$ cat src/rtl/oag_pkg.sv
// package: address constants, mode codes and register indices for the operand address unit
package oag_pkg;
	localparam logic [15:0] SHORT_LO = 16'hfe80;
	localparam logic [15:0] SHORT_HI = 16'hff1f;
	localparam logic [6:0] SHORT_TOP = 7'h7f;
	localparam logic [7:0] SHORT_SFR_MAX = 8'h1f;
	localparam logic [7:0] SHORT_RAM_MIN = 8'h80;
	localparam int SHORT_BIT8 = 8;
	localparam logic [7:0] SFR_PAGE = 8'hff;
	localparam logic [15:0] ZERO_ADDR = 16'h0000;
	// absolute byte register indices
	localparam logic [2:0] REG_X = 3'h0;
	localparam logic [2:0] REG_A = 3'h1;
	localparam logic [2:0] REG_C = 3'h2;
	localparam logic [2:0] REG_B = 3'h3;
	localparam logic [2:0] REG_E = 3'h4;
	localparam logic [2:0] REG_D = 3'h5;
	localparam logic [2:0] REG_L = 3'h6;
	localparam logic [2:0] REG_H = 3'h7;
	// register pair indices
	localparam logic [1:0] PAIR_AX = 2'h0;
	localparam logic [1:0] PAIR_BC = 2'h1;
	localparam logic [1:0] PAIR_DE = 2'h2;
	localparam logic [1:0] PAIR_HL = 2'h3;
	// pointer select code for register indirect
	localparam logic sel_second = 1'b0;
	localparam logic sel_base = 1'b1;
	typedef enum logic [2:0] {
		OAG_MODE_NONE,
		OAG_MODE_DIRECT,
		OAG_MODE_SHORT,
		OAG_MODE_SFR,
		OAG_MODE_REG,
		OAG_MODE_INDIRECT,
		OAG_MODE_BASED,
		OAG_MODE_STACK
	} oag_mode_t;
endpackage

$ cat src/rtl/oag_short_map.sv
// short direct field to effective address mapper
module oag_short_map (
	input wire logic [7:0] field,
	output logic [15:0] addr,
	output logic in_window
);
	logic bit8;
	always_comb begin
		// 00h-1fh lands in the register page, 80h-ffh in fast ram
		bit8 = (field <= oag_pkg::SHORT_SFR_MAX);
		// 20h-7fh has no home in the window and is flagged unused
		in_window = bit8 || (field >= oag_pkg::SHORT_RAM_MIN);
		addr = {oag_pkg::SHORT_TOP, bit8, field};
	end
endmodule

$ cat src/rtl/oag_top.sv
// operand address generator: effective address and register selection
//
// Summary of operation
// - direct mode uses full 16-bit immediate unchanged
// - short direct reaches only fe80h to ff1fh
// - field 80h-ffh clears bit 8, 00h-1fh sets
// - special register field selects within ff00h page
// - 3-bit code picks one of eight registers
// - x,a,c,b,e,d,l,h map 0-7; pairs 0-3
// - indirect uses second or base pointer pair
// - based adds zero-extended offset, carry dropped
// - stack pointer addressing for stack operations
module oag_top (
	input wire logic core_clk,
	input wire logic rst_n,
	input wire logic op_valid,
	input wire oag_pkg::oag_mode_t op_mode,
	input wire logic [15:0] full_address_operand,
	input wire logic [7:0] op_byte,
	input wire logic [2:0] reg_code,
	input wire logic [1:0] register_pair_operand,
	input wire logic ptr_sel,
	input wire logic pair_form,
	input wire logic stack_op,
	input wire logic [15:0] second_pointer_pair,
	input wire logic [15:0] base_pointer_pair,
	input wire logic [15:0] stack_pointer,
	output logic ea_valid,
	output logic [15:0] ea,
	output logic mem_access,
	output logic reg_valid,
	output logic [2:0] reg_index,
	output logic [1:0] pair_index,
	output logic pair_access,
	output logic short_unused
);
	////////////////////////////////////////////////////////////////////
	logic [15:0] short_addr;
	logic short_ok;
	logic [15:0] based_sum;
	logic ea_valid_r, ea_valid_nxt;
	logic [15:0] ea_r, ea_nxt;
	logic mem_access_r, mem_access_nxt;
	logic reg_valid_r, reg_valid_nxt;
	logic [2:0] reg_index_r, reg_index_nxt;
	logic [1:0] pair_index_r, pair_index_nxt;
	logic pair_access_r, pair_access_nxt;
	logic short_unused_r, short_unused_nxt;

	oag_short_map u_short (
		.field(op_byte),
		.addr(short_addr),
		.in_window(short_ok)
	);

	// carry out of bit 15 is simply not kept
	assign based_sum = base_pointer_pair + {8'h00, op_byte};

	////////////////////////////////////////////////////////////////////
	always_comb begin
		ea_valid_nxt = 1'b0;
		ea_nxt = ea_r;
		mem_access_nxt = 1'b0;
		reg_valid_nxt = 1'b0;
		reg_index_nxt = reg_index_r;
		pair_index_nxt = pair_index_r;
		pair_access_nxt = 1'b0;
		short_unused_nxt = 1'b0;
		if (stack_op) begin
			// stack traffic overrides decoded operand mode
			ea_valid_nxt = 1'b1;
			mem_access_nxt = 1'b1;
			ea_nxt = stack_pointer;
		end else if (op_valid) begin
			case (op_mode)
				oag_pkg::OAG_MODE_DIRECT: begin
					ea_valid_nxt = 1'b1;
					mem_access_nxt = 1'b1;
					ea_nxt = full_address_operand;
				end
				oag_pkg::OAG_MODE_SHORT: begin
					// unused fields give no access at all
					ea_valid_nxt = short_ok;
					mem_access_nxt = short_ok;
					short_unused_nxt = !short_ok;
					ea_nxt = short_addr;
				end
				oag_pkg::OAG_MODE_SFR: begin
					ea_valid_nxt = 1'b1;
					mem_access_nxt = 1'b1;
					ea_nxt = {oag_pkg::SFR_PAGE, op_byte};
				end
				oag_pkg::OAG_MODE_REG: begin
					reg_valid_nxt = 1'b1;
					pair_access_nxt = pair_form;
					reg_index_nxt = reg_code;
					pair_index_nxt = register_pair_operand;
				end
				oag_pkg::OAG_MODE_INDIRECT: begin
					ea_valid_nxt = 1'b1;
					mem_access_nxt = 1'b1;
					if (ptr_sel == oag_pkg::sel_base)
						ea_nxt = base_pointer_pair;
					else
						ea_nxt = second_pointer_pair;
				end
				oag_pkg::OAG_MODE_BASED: begin
					ea_valid_nxt = 1'b1;
					mem_access_nxt = 1'b1;
					ea_nxt = based_sum;
				end
				oag_pkg::OAG_MODE_STACK: begin
					ea_valid_nxt = 1'b1;
					mem_access_nxt = 1'b1;
					ea_nxt = stack_pointer;
				end
				default: begin
					ea_valid_nxt = 1'b0;
				end
			endcase
		end
	end

	always_ff @(posedge core_clk or negedge rst_n) begin
		if (!rst_n) begin
			ea_valid_r <= 1'b0;
			ea_r <= oag_pkg::ZERO_ADDR;
			mem_access_r <= 1'b0;
			reg_valid_r <= 1'b0;
			reg_index_r <= oag_pkg::REG_X;
			pair_index_r <= oag_pkg::PAIR_AX;
			pair_access_r <= 1'b0;
			short_unused_r <= 1'b0;
		end else begin
			ea_valid_r <= ea_valid_nxt;
			ea_r <= ea_nxt;
			mem_access_r <= mem_access_nxt;
			reg_valid_r <= reg_valid_nxt;
			reg_index_r <= reg_index_nxt;
			pair_index_r <= pair_index_nxt;
			pair_access_r <= pair_access_nxt;
			short_unused_r <= short_unused_nxt;
		end
	end

	////////////////////////////////////////////////////////////////////
	assign ea_valid = ea_valid_r;
	assign ea = ea_r;
	assign mem_access = mem_access_r;
	assign reg_valid = reg_valid_r;
	assign reg_index = reg_index_r;
	assign pair_index = pair_index_r;
	assign pair_access = pair_access_r;
	assign short_unused = short_unused_r;
endmodule

$ cat config.mk
export PLATFORM = sky130hd
export DESIGN_NAME = oag_top
export DESIGN_NICKNAME = d
export VERILOG_FILES = /design/src/rtl/oag_pkg.sv /design/src/rtl/oag_short_map.sv /design/src/rtl/oag_top.sv
export SDC_FILE = /design/constraint.sdc
export NUM_CORES = 1
export LEC_CHECK = 0
export ABC_AREA = 1
export ABC_CLOCK_PERIOD_IN_PS = 1100
export BUFFER_PORTS_ARGS = -buffer_cell sky130_fd_sc_hd__buf_2
export CAP_MARGIN = 20
export CORE_MARGIN = 10
export CORE_UTILIZATION = 30
export DETAILED_ROUTE_END_ITERATION = 7
export HOLD_SLACK_MARGIN = 0.06
export PLACE_DENSITY_LB_ADDON = 0.3
export SLEW_MARGIN = 10
export SYNTH_ARGS = -nofsm -noshare
export SYNTH_HDL_FRONTEND = slang
export SYNTH_SLANG_ARGS = --single-unit
export TNS_END_PERCENT = 50
$ cat constraint.sdc
create_clock -name core_clk -period 1.1 [get_ports core_clk]
set_input_delay 0.165 -clock core_clk [delete_from_list [all_inputs] [get_ports core_clk]]
set_output_delay 0.165 -clock core_clk [all_outputs]
set_load 0.02 [all_outputs]
==> implementation parameters, run 1 <==
Parameter                              Value

Status
  Status    finished with violations
  Violations in the final reports    setup timing

Synthesis
  Summed instance area of the synthesized netlist    roughly 2600 sq um
  Cell types with the highest counts after synthesis    sky130_fd_sc_hd__nand2_1 (167), sky130_fd_sc_hd__inv_1 (52), sky130_fd_sc_hd__nor2_1 (47)
  Cells after Synth    between 400 and 500
  Post-synth net total    about 520
  Top cells by area in the synthesized netlist    sky130_fd_sc_hd__nand2_1 (24%), sky130_fd_sc_hd__dfrtp_1 (24%), sky130_fd_sc_hd__nand3_1 (7.4%), sky130_fd_sc_hd__inv_1 (7.4%), sky130_fd_sc_hd__nor2_1 (6.7%)
  Post-synthesis cell type count    37
  Yosys reg bits    25
  Post-synth ARST share    100%
  Synth Warn #    0
  Syn_area_per_cell    approximately 6.1 sq um
  Share of synthesized area occupied by flip-flops and latches    a little under a quarter
  Share of the synthesized area in the top cell type    23.9%
  Number of enable-type register cells in the synthesized netlist    0
  Most instantiated flip-flop cell in the synthesis netlist    sky130_fd_sc_hd__dfrtp_1
  Cell with the most instances after synthesis    sky130_fd_sc_hd__nand2_1
  Largest area contributor in the synthesized netlist    sky130_fd_sc_hd__nand2_1

Floorplanning
  Top Ports    112
  Area of the placeable core    around 8600 sq um
  Die span in y    between 100 and 150 microns
  Total Die Area    around 13000 sq um
  Initial Util    a little under a third
  Chip width    113 microns
  Rows    34

Layout
  Layout cell share with drive strength beyond 1    a little over two fifths
  Filler cells    959
  Register cell area after layout    approximately 630 sq um
  Multi-input gate area in the final layout    1980 sq um
  Number of antenna diodes    0
  Final design instance area without fill    a little over 4000 sq um
  Relative area change from synthesis to final layout    57.9%
  Net total in the final layout    a little under 700

Power
  Clk pwr share    17.4%
  Gate power share    between 50% and 60%
  Power density of the placed cells    approximately 800 nW/um^2
  Worst voltage drop across the vdd grid    around 0.00048 V
  Switching power total    1290 uW
  Pleak    0.00232 uW
  Overall power of the completed layout    ~3300 uW
  Seq pwr share    between 30% and 40%
  Switching Share    39.1%
  Int Power    around 2000 uW

Setup path
  Dominant delay contributor by cell family on the critical path    simple AND/OR/NAND/NOR gates
  Arrival time worst endpoint    between 1 and 1.5 ns
  R2R setup slack    ~0.26 ns
  Buf/Inv on CP    3
  Delay of the slowest critical-path stage    0.35 ns
  Cell Chain, Critical Path    buf_8, ha_4, inv_2, fa_2, inv_2, nand3_2, nand3_2, nand2_2, nand2_2, nand2_1, nand3_1, nand2_1, nand2_1, nand3_2
  Path type of the worst setup path    primary input to flop
  Critical path peak fanout    3
  Startpoint type of the worst setup path    primary input
  Endpoint kind of the worst setup timing path    flop
  Slowest-stage cell, CP    sky130_fd_sc_hd__fa_2
  CP Data Required Time    1.27 ns

CTS
  H-tree depth reported by CTS    1
  TritonCTS clock tree    built
  Clk sinks    25
  Source-to-sink clock delay at the later pin of the worst-skew pair    0.27 ns
  Clock-pin slew reported for the worst setup and hold paths after clock tree synthesis    0.10 ns
  TritonCTS buffer count    3
  Clock tree root driver cell    sky130_fd_sc_hd__clkbuf_8
  CTS Buffer Depth    2

Drt
  Number of detailed-route iterations in the first pass    4
  Total met3 wirelength after detailed routing    between 700 and 800 microns
  Number of nets with antenna violations after routing    0
  Routed length on met1    roughly 4600 microns
  Routed wirelength normalized by instance count    between 15 and 20 microns
  Final routed wirelength across all metal layers    between 10000 and 15000 microns
  Via count    3263
  DR DRC count    0
  Met2 wire length    about 5300 microns
  Top layer used by detailed routing    met4
  Detailed Route Iter0 Violations    approximately 160
  Average via count per standard cell    4.63

Timing
  Final worst clock skew    0 ns
  Final number of max-transition violations    0
  Post-route fraction of the period consumed by the critical path    119%
  Unrepaired setup endpoints after global routing    true
  Worst-case headroom to the max-slew limit    slightly below 80%
  Final number of setup-violating endpoints    13
  Final critical path time including I/O delays and setup    1.30 ns
  Slew at the pin with the worst max-slew slack    between 0.3 and 0.4 ns
  Fin worst setup slack    -0.204 ns
  Max Fclk    between 700 and 800 MHz
  Endpoints failing hold    0

Placement
  Total placed instance area    roughly 3800 sq um
  Post-placement worst setup slack    -0.574 ns
  HPWL after DPL    between 8000 and 9000 microns
  Global placer's final weighted congestion    0.873
  Port bufs    approximately 110

GRT
  Global-route wire length before repair    17400 microns
  All-layer global routing usage    around 16%
  Via count of the first global-routing pass    3551
  Pin count of the biggest net entering global routing    26
  Antenna violations before repair    1
  Overflow left after global routing    0

Min path
  Hold Path Class    primary input to flop

Run
  Total of max-cap violations    0
[kinds of logic (layout without fill, tap and decap cells)]
kind of cell,count (synthesis),after routing,share of synthesized area (%)
simple gates,280,280,47.3
buf+inv,67,235,11.8
compound gates,48,48,12.5
flops,25,25,23.9
fa+ha+maj,9,9,4.58
[layer usage]
metal | vias up | GRT usage [%]
li1 | 1699 | -
met1 | 1460 | 19.3
met2 | 98 | 28.9
met3 | 6 | 4.62
met4 | 0 | 2.03
met5 | - | 0
[metrics by stage]
| stage | TNS [ns] | cells | util (%) | hold slack (ns) |
|---|---|---|---|---|
| global route | -2.69 | 705 | 48.2 | 0.0940 |
| global placement | -7.24 | 698 | 43.7 | 0.121 |
| CTS | -1.36 | 705 | 47.2 | 0.0743 |
| detailed placement | -7.75 | 698 | 43.7 | 0.124 |
| finish | -1.47 | 705 | 48.2 | 0.0805 |
| floorplan | -2.91 | 429 | - | -0.131 |
[state kept, by name (all words and copies together) (netlist names)]
| signal | flops |
|---|---|
| pair_access | 1 |
| reg_index | 3 |
| pair_index | 2 |
| reg_valid | 1 |
| ea | 16 |
| mem_access | 1 |
| short_unused | 1 |
[power by group through the flow]
stage	combinational, uW	clock, uW	sequential [uW]
2_1_floorplan	647	0	1230
3_3_place_gp	1460	0	1100
3_5_place_dp	1470	0	1100
4_1_cts	1600	598	1080
5_1_grt	1830	622	1090
6_report	1650	574	1080
[final cells by class]
class	count	share of cell area, %
Multi-Input combinational cell	337	47.7
Timing Repair Buffer	177	27.9
Sequential cell	25	15.1
Inverter	54	4.90
Tap cell	108	3.26
Clock buffer	4	1.09
[timing repair]
action	in CTS	in global routing
setup endpoints to repair	14	16
pin swaps	16	13
hold buffers	1	0
buffers inserted	2	0
resized for setup	54	24
hold endpoints to repair	25	0
[cells in the final DEF (no fill, tap or decap), types with 2 or more instances in the layout]
cell type                  count
sky130_fd_sc_hd__a21oi_1       6
sky130_fd_sc_hd__a221oi_1      4
sky130_fd_sc_hd__a221oi_2      2
sky130_fd_sc_hd__a22o_1        6
sky130_fd_sc_hd__a22oi_1       5
sky130_fd_sc_hd__buf_12        2
sky130_fd_sc_hd__buf_2       100
sky130_fd_sc_hd__buf_4        64
sky130_fd_sc_hd__buf_6         7
sky130_fd_sc_hd__buf_8         3
sky130_fd_sc_hd__clkbuf_8      3
sky130_fd_sc_hd__dfrtp_1      25
sky130_fd_sc_hd__ha_4          7
sky130_fd_sc_hd__inv_1        45
sky130_fd_sc_hd__inv_2         9
sky130_fd_sc_hd__nand2_1     147
sky130_fd_sc_hd__nand2_2      18
sky130_fd_sc_hd__nand2_4       7
sky130_fd_sc_hd__nand3_1      24
sky130_fd_sc_hd__nand3_2      16
sky130_fd_sc_hd__nand3_4       2
sky130_fd_sc_hd__nand3b_1      3
sky130_fd_sc_hd__nand4_1       2
sky130_fd_sc_hd__nor2_1       46
sky130_fd_sc_hd__nor2_4        6
sky130_fd_sc_hd__nor3_1        2
sky130_fd_sc_hd__o21ai_0       9
sky130_fd_sc_hd__o21ai_1       9
sky130_fd_sc_hd__or2_4         2
[worst paths after layout]
kind                                               start                   endpoint  cells past startpoint
max in group asynchronous                          rst_n  pair_index[1]$_DFFE_PN0P_                      3
worst max register to register         ea[1]$_DFFE_PN0P_          ea[1]$_DFFE_PN0P_                      2
min in group asynchronous                          rst_n          ea[4]$_DFFE_PN0P_                      3
worst max-delay path                base_pointer_pair[0]          ea[8]$_DFFE_PN0P_                     14
worst min register to register  reg_index[2]$_DFFE_PN0P_   reg_index[2]$_DFFE_PN0P_                      2
worst min-delay path                         reg_code[0]   reg_index[0]$_DFFE_PN0P_                      3
[tightest hold or removal path, delay by kind of cell]
kind,cells,cell delay [ns]
buf+inv,1,0.07
simple gates,2,0.09
Power figures use the tool's default switching activity.
==> run 2: changes to the inputs <==
--- a/config.mk
+++ b/config.mk
@@ -5,7 +5,6 @@
 export SDC_FILE = /design/constraint.sdc
 export NUM_CORES = 1
 export LEC_CHECK = 0
-export ABC_AREA = 1
 export ABC_CLOCK_PERIOD_IN_PS = 1100
 export BUFFER_PORTS_ARGS = -buffer_cell sky130_fd_sc_hd__buf_2
 export CAP_MARGIN = 20
==> run 2 against run 1 <==
The flow still finishes with violations (setup timing). Core utilization up 1.2 points. Count of clock-buffer cells in the layout unchanged. Combinational power down 9.7%. Synthesized cell count down 35%. Register-to-register slack worse by 0.10 ns. Design area down 12%.
==> implementation parameters, run 2 <==
Parameter                              Value

Synthesis
  Top cells by area in the synthesized netlist    sky130_fd_sc_hd__dfrtp_1 (27%), sky130_fd_sc_hd__nand2_1 (6.7%), sky130_fd_sc_hd__mux2i_1 (6.5%), sky130_fd_sc_hd__a21oi_1 (6.1%), sky130_fd_sc_hd__o21ai_0 (4.6%)
  Syn_area_per_cell    between 8 and 9 sq um
  Post-synth ARST share    between 90% and 100%
  Share of the synthesized area in the top cell type    between 20% and 30%
  Post-synth net total    between 300 and 400
  Cells after Synth    280
  Most instantiated flip-flop cell in the synthesis netlist    sky130_fd_sc_hd__dfrtp_1
  Share of synthesized area occupied by flip-flops and latches    roughly 27%
  Number of enable-type register cells in the synthesized netlist    0
  Cell types with the highest counts after synthesis    sky130_fd_sc_hd__nand2_1 (41), sky130_fd_sc_hd__a21oi_1 (28), sky130_fd_sc_hd__dfrtp_1 (25)
  Summed instance area of the synthesized netlist    2310 sq um
  Yosys reg bits    25
  Synth Warn #    0
  Largest area contributor in the synthesized netlist    sky130_fd_sc_hd__dfrtp_1
  Post-synthesis cell type count    47
  Cell with the most instances after synthesis    sky130_fd_sc_hd__nand2_1

CTS
  Clock-pin slew reported for the worst setup and hold paths after clock tree synthesis    ~0.10 ns
  H-tree depth reported by CTS    1
  Source-to-sink clock delay at the later pin of the worst-skew pair    around 0.27 ns
  TritonCTS clock tree    built
  Clock tree root driver cell    sky130_fd_sc_hd__clkbuf_8
  CTS Buffer Depth    2
  Clk sinks    25
  TritonCTS buffer count    3

Layout
  Final core utilization    around 49%
  Layout cell share with drive strength beyond 1    47.5%
  Net total in the final layout    ~540
  Multi-input gate area in the final layout    1640 sq um
  Register cell area after layout    between 600 and 700 sq um
  Filler cells    730
  Max FFs per register    16
  Relative area change from synthesis to final layout    57.5%
  Leading cell type in the layout, fill and taps excluded    sky130_fd_sc_hd__buf_2
  Leading cell types in the layout, fill and taps excluded    sky130_fd_sc_hd__buf_2 (102), sky130_fd_sc_hd__buf_4 (56), sky130_fd_sc_hd__nand2_1 (41)
  Number of antenna diodes    0

Min path
  Hold Path Class    primary input to flop

GRT
  Overflow left after global routing    0
  Global-route wire length before repair    between 10000 and 15000 microns
  Antenna violations before repair    0
  Pin count of the biggest net entering global routing    26
  Via count of the first global-routing pass    2969
  All-layer global routing usage    15.8%

Floorplanning
  Initial Util    a little under a third
  Top Ports    between 100 and 150
  Chip width    around 110 microns
  Rows    31
  Die span in y    roughly 110 microns
  Total Die Area    ~12000 sq um
  Area of the placeable core    approximately 7400 sq um

Setup path
  Delay of the slowest critical-path stage    0.34 ns
  CP Data Required Time    about 1.3 ns
  Slowest-stage cell, CP    sky130_fd_sc_hd__fa_2
  Endpoint kind of the worst setup timing path    flop
  Path type of the worst setup path    primary input to flop
  Dominant delay contributor by cell family on the critical path    compound AO/OA/AOI/OAI gates
  Critical path peak fanout    4
  Cell Chain, Critical Path    buf_8, ha_4, inv_2, fa_2, nand2b_4, a21oi_4, o21bai_4, a21oi_2, xnor2_1, o21ai_1
  Arrival time worst endpoint    1.58 ns
  Buf/Inv on CP    2
  Startpoint type of the worst setup path    primary input

Timing
  Unrepaired setup endpoints after global routing    true
  Slew at the pin with the worst max-slew slack    roughly 0.28 ns
  Fin worst setup slack    -0.321 ns
  Post-route fraction of the period consumed by the critical path    129%
  Max Fclk    roughly 700 MHz
  Post-route setup TNS    -2.89 ns
  Final worst clock skew    0 ns
  Worst-case headroom to the max-slew limit    between 80 and 90%
  Final critical path time including I/O delays and setup    approximately 1.4 ns
  Final number of max-transition violations    0
  Endpoints failing hold    0
  Final number of setup-violating endpoints    15

Drt
  Routed wirelength normalized by instance count    between 15 and 20 microns
  Detailed Route Iter0 Violations    around 120
  Number of detailed-route iterations in the first pass    4
  Final routed wirelength across all metal layers    about 9200 microns
  Number of nets with antenna violations after routing    0
  Via count    around 2700
  Average via count per standard cell    around 5.1
  DR DRC count    0

Power
  Worst voltage drop across the vdd grid    ~0.00048 V
  Power density of the placed cells    868 nW/um^2
  Pleak    around 0.0018 uW

Status
  Violations in the final reports    setup timing
  Status    finished with violations

Run
  Total of max-cap violations    0

Placement
  Post-placement worst setup slack    -0.742 ns
  Global placer's final weighted congestion    0.848
  HPWL after DPL    7490 microns
  Port bufs    approximately 110
[run 2: worst paths after layout]
kind	slack (ns)	depth (start not counted)	to	startpoint
max	-0.32	10	ea[12]$_DFFE_PN0P_	base_pointer_pair[0]
min	0.08	3	reg_index[0]$_DFFE_PN0P_	reg_code[0]
max reg2reg	0.16	4	ea[14]$_DFFE_PN0P_	ea[14]$_DFFE_PN0P_
min reg2reg	0.48	2	reg_index[1]$_DFFE_PN0P_	reg_index[1]$_DFFE_PN0P_
max in group asynchronous	0.58	3	ea[9]$_DFFE_PN0P_	rst_n
min in group asynchronous	0.36	3	ea[1]$_DFFE_PN0P_	rst_n
[run 2: worst register-to-register path: stages, from the launching register on]
cell	delay (ns)
sky130_fd_sc_hd__dfrtp_1	0.39
sky130_fd_sc_hd__nand2_1	0.06
sky130_fd_sc_hd__nor2_1	0.04
sky130_fd_sc_hd__a221oi_1	0.23
sky130_fd_sc_hd__o21ai_1	0.10
[run 2: cells by family (layout without fill, tap and decap cells)]
group,Yosys count,in the layout,synth area share [%]
buf+inv,25,185,7.43
mux,16,16,6.99
compound gates,115,115,32.5
simple gates,76,76,15.4
flops,25,25,27.1
fa+ha+maj,9,9,5.20
xor+xnor,14,14,5.31
[run 2: repair_timing]
action,CTS,global route
hold endpoints to repair,25,0
endpoints found under the setup margin,17,16
pin swaps,16,11
hold buffers,1,0
resized for setup,25,14
buffers inserted,1,1
[run 2: power by group]
group	internal [uW]	switching (uW)	total, uW	leakage (uW)
Combinational	714	776	1490	0.00146
Sequential	1030	55.2	1080	0.000309
Clock	260	325	585	0.0000228
[run 2: final cells by class]
| class | instances | area share, % |
|---|---|---|
| multi-input cells | 230 | 45.1 |
| inverters | 7 | 0.723 |
| repair buffers | 174 | 32.3 |
| well taps | 99 | 3.41 |
| flip-flops and latches | 25 | 17.2 |
| clock buffers | 4 | 1.24 |
[run 2: stage by stage]
stage                     power, uW  cells  instance area (sq um)  hold WS [ns]
after floorplan                1860    280                   2360        -0.131
after global placement         2500    532                   3420         0.122
after detailed placement       2520    532                   3420         0.125
after CTS                      3160    538                   3590        0.0798
after global routing           3390    539                   3640        0.0885
final                          3160    539                   3640        0.0793
[run 2: metal layers]
layer  routed length [microns]  vias up  GRT usage (%)  part of all wire [%]
li1                          -     1355              -                     -
met1                      4040     1257           19.5                    44
met2                      4360       94           26.4                    47
met3                       637       16           3.71                   6.9
met4                       187        0           5.15                   2.0
met5                         0        -              0                     0
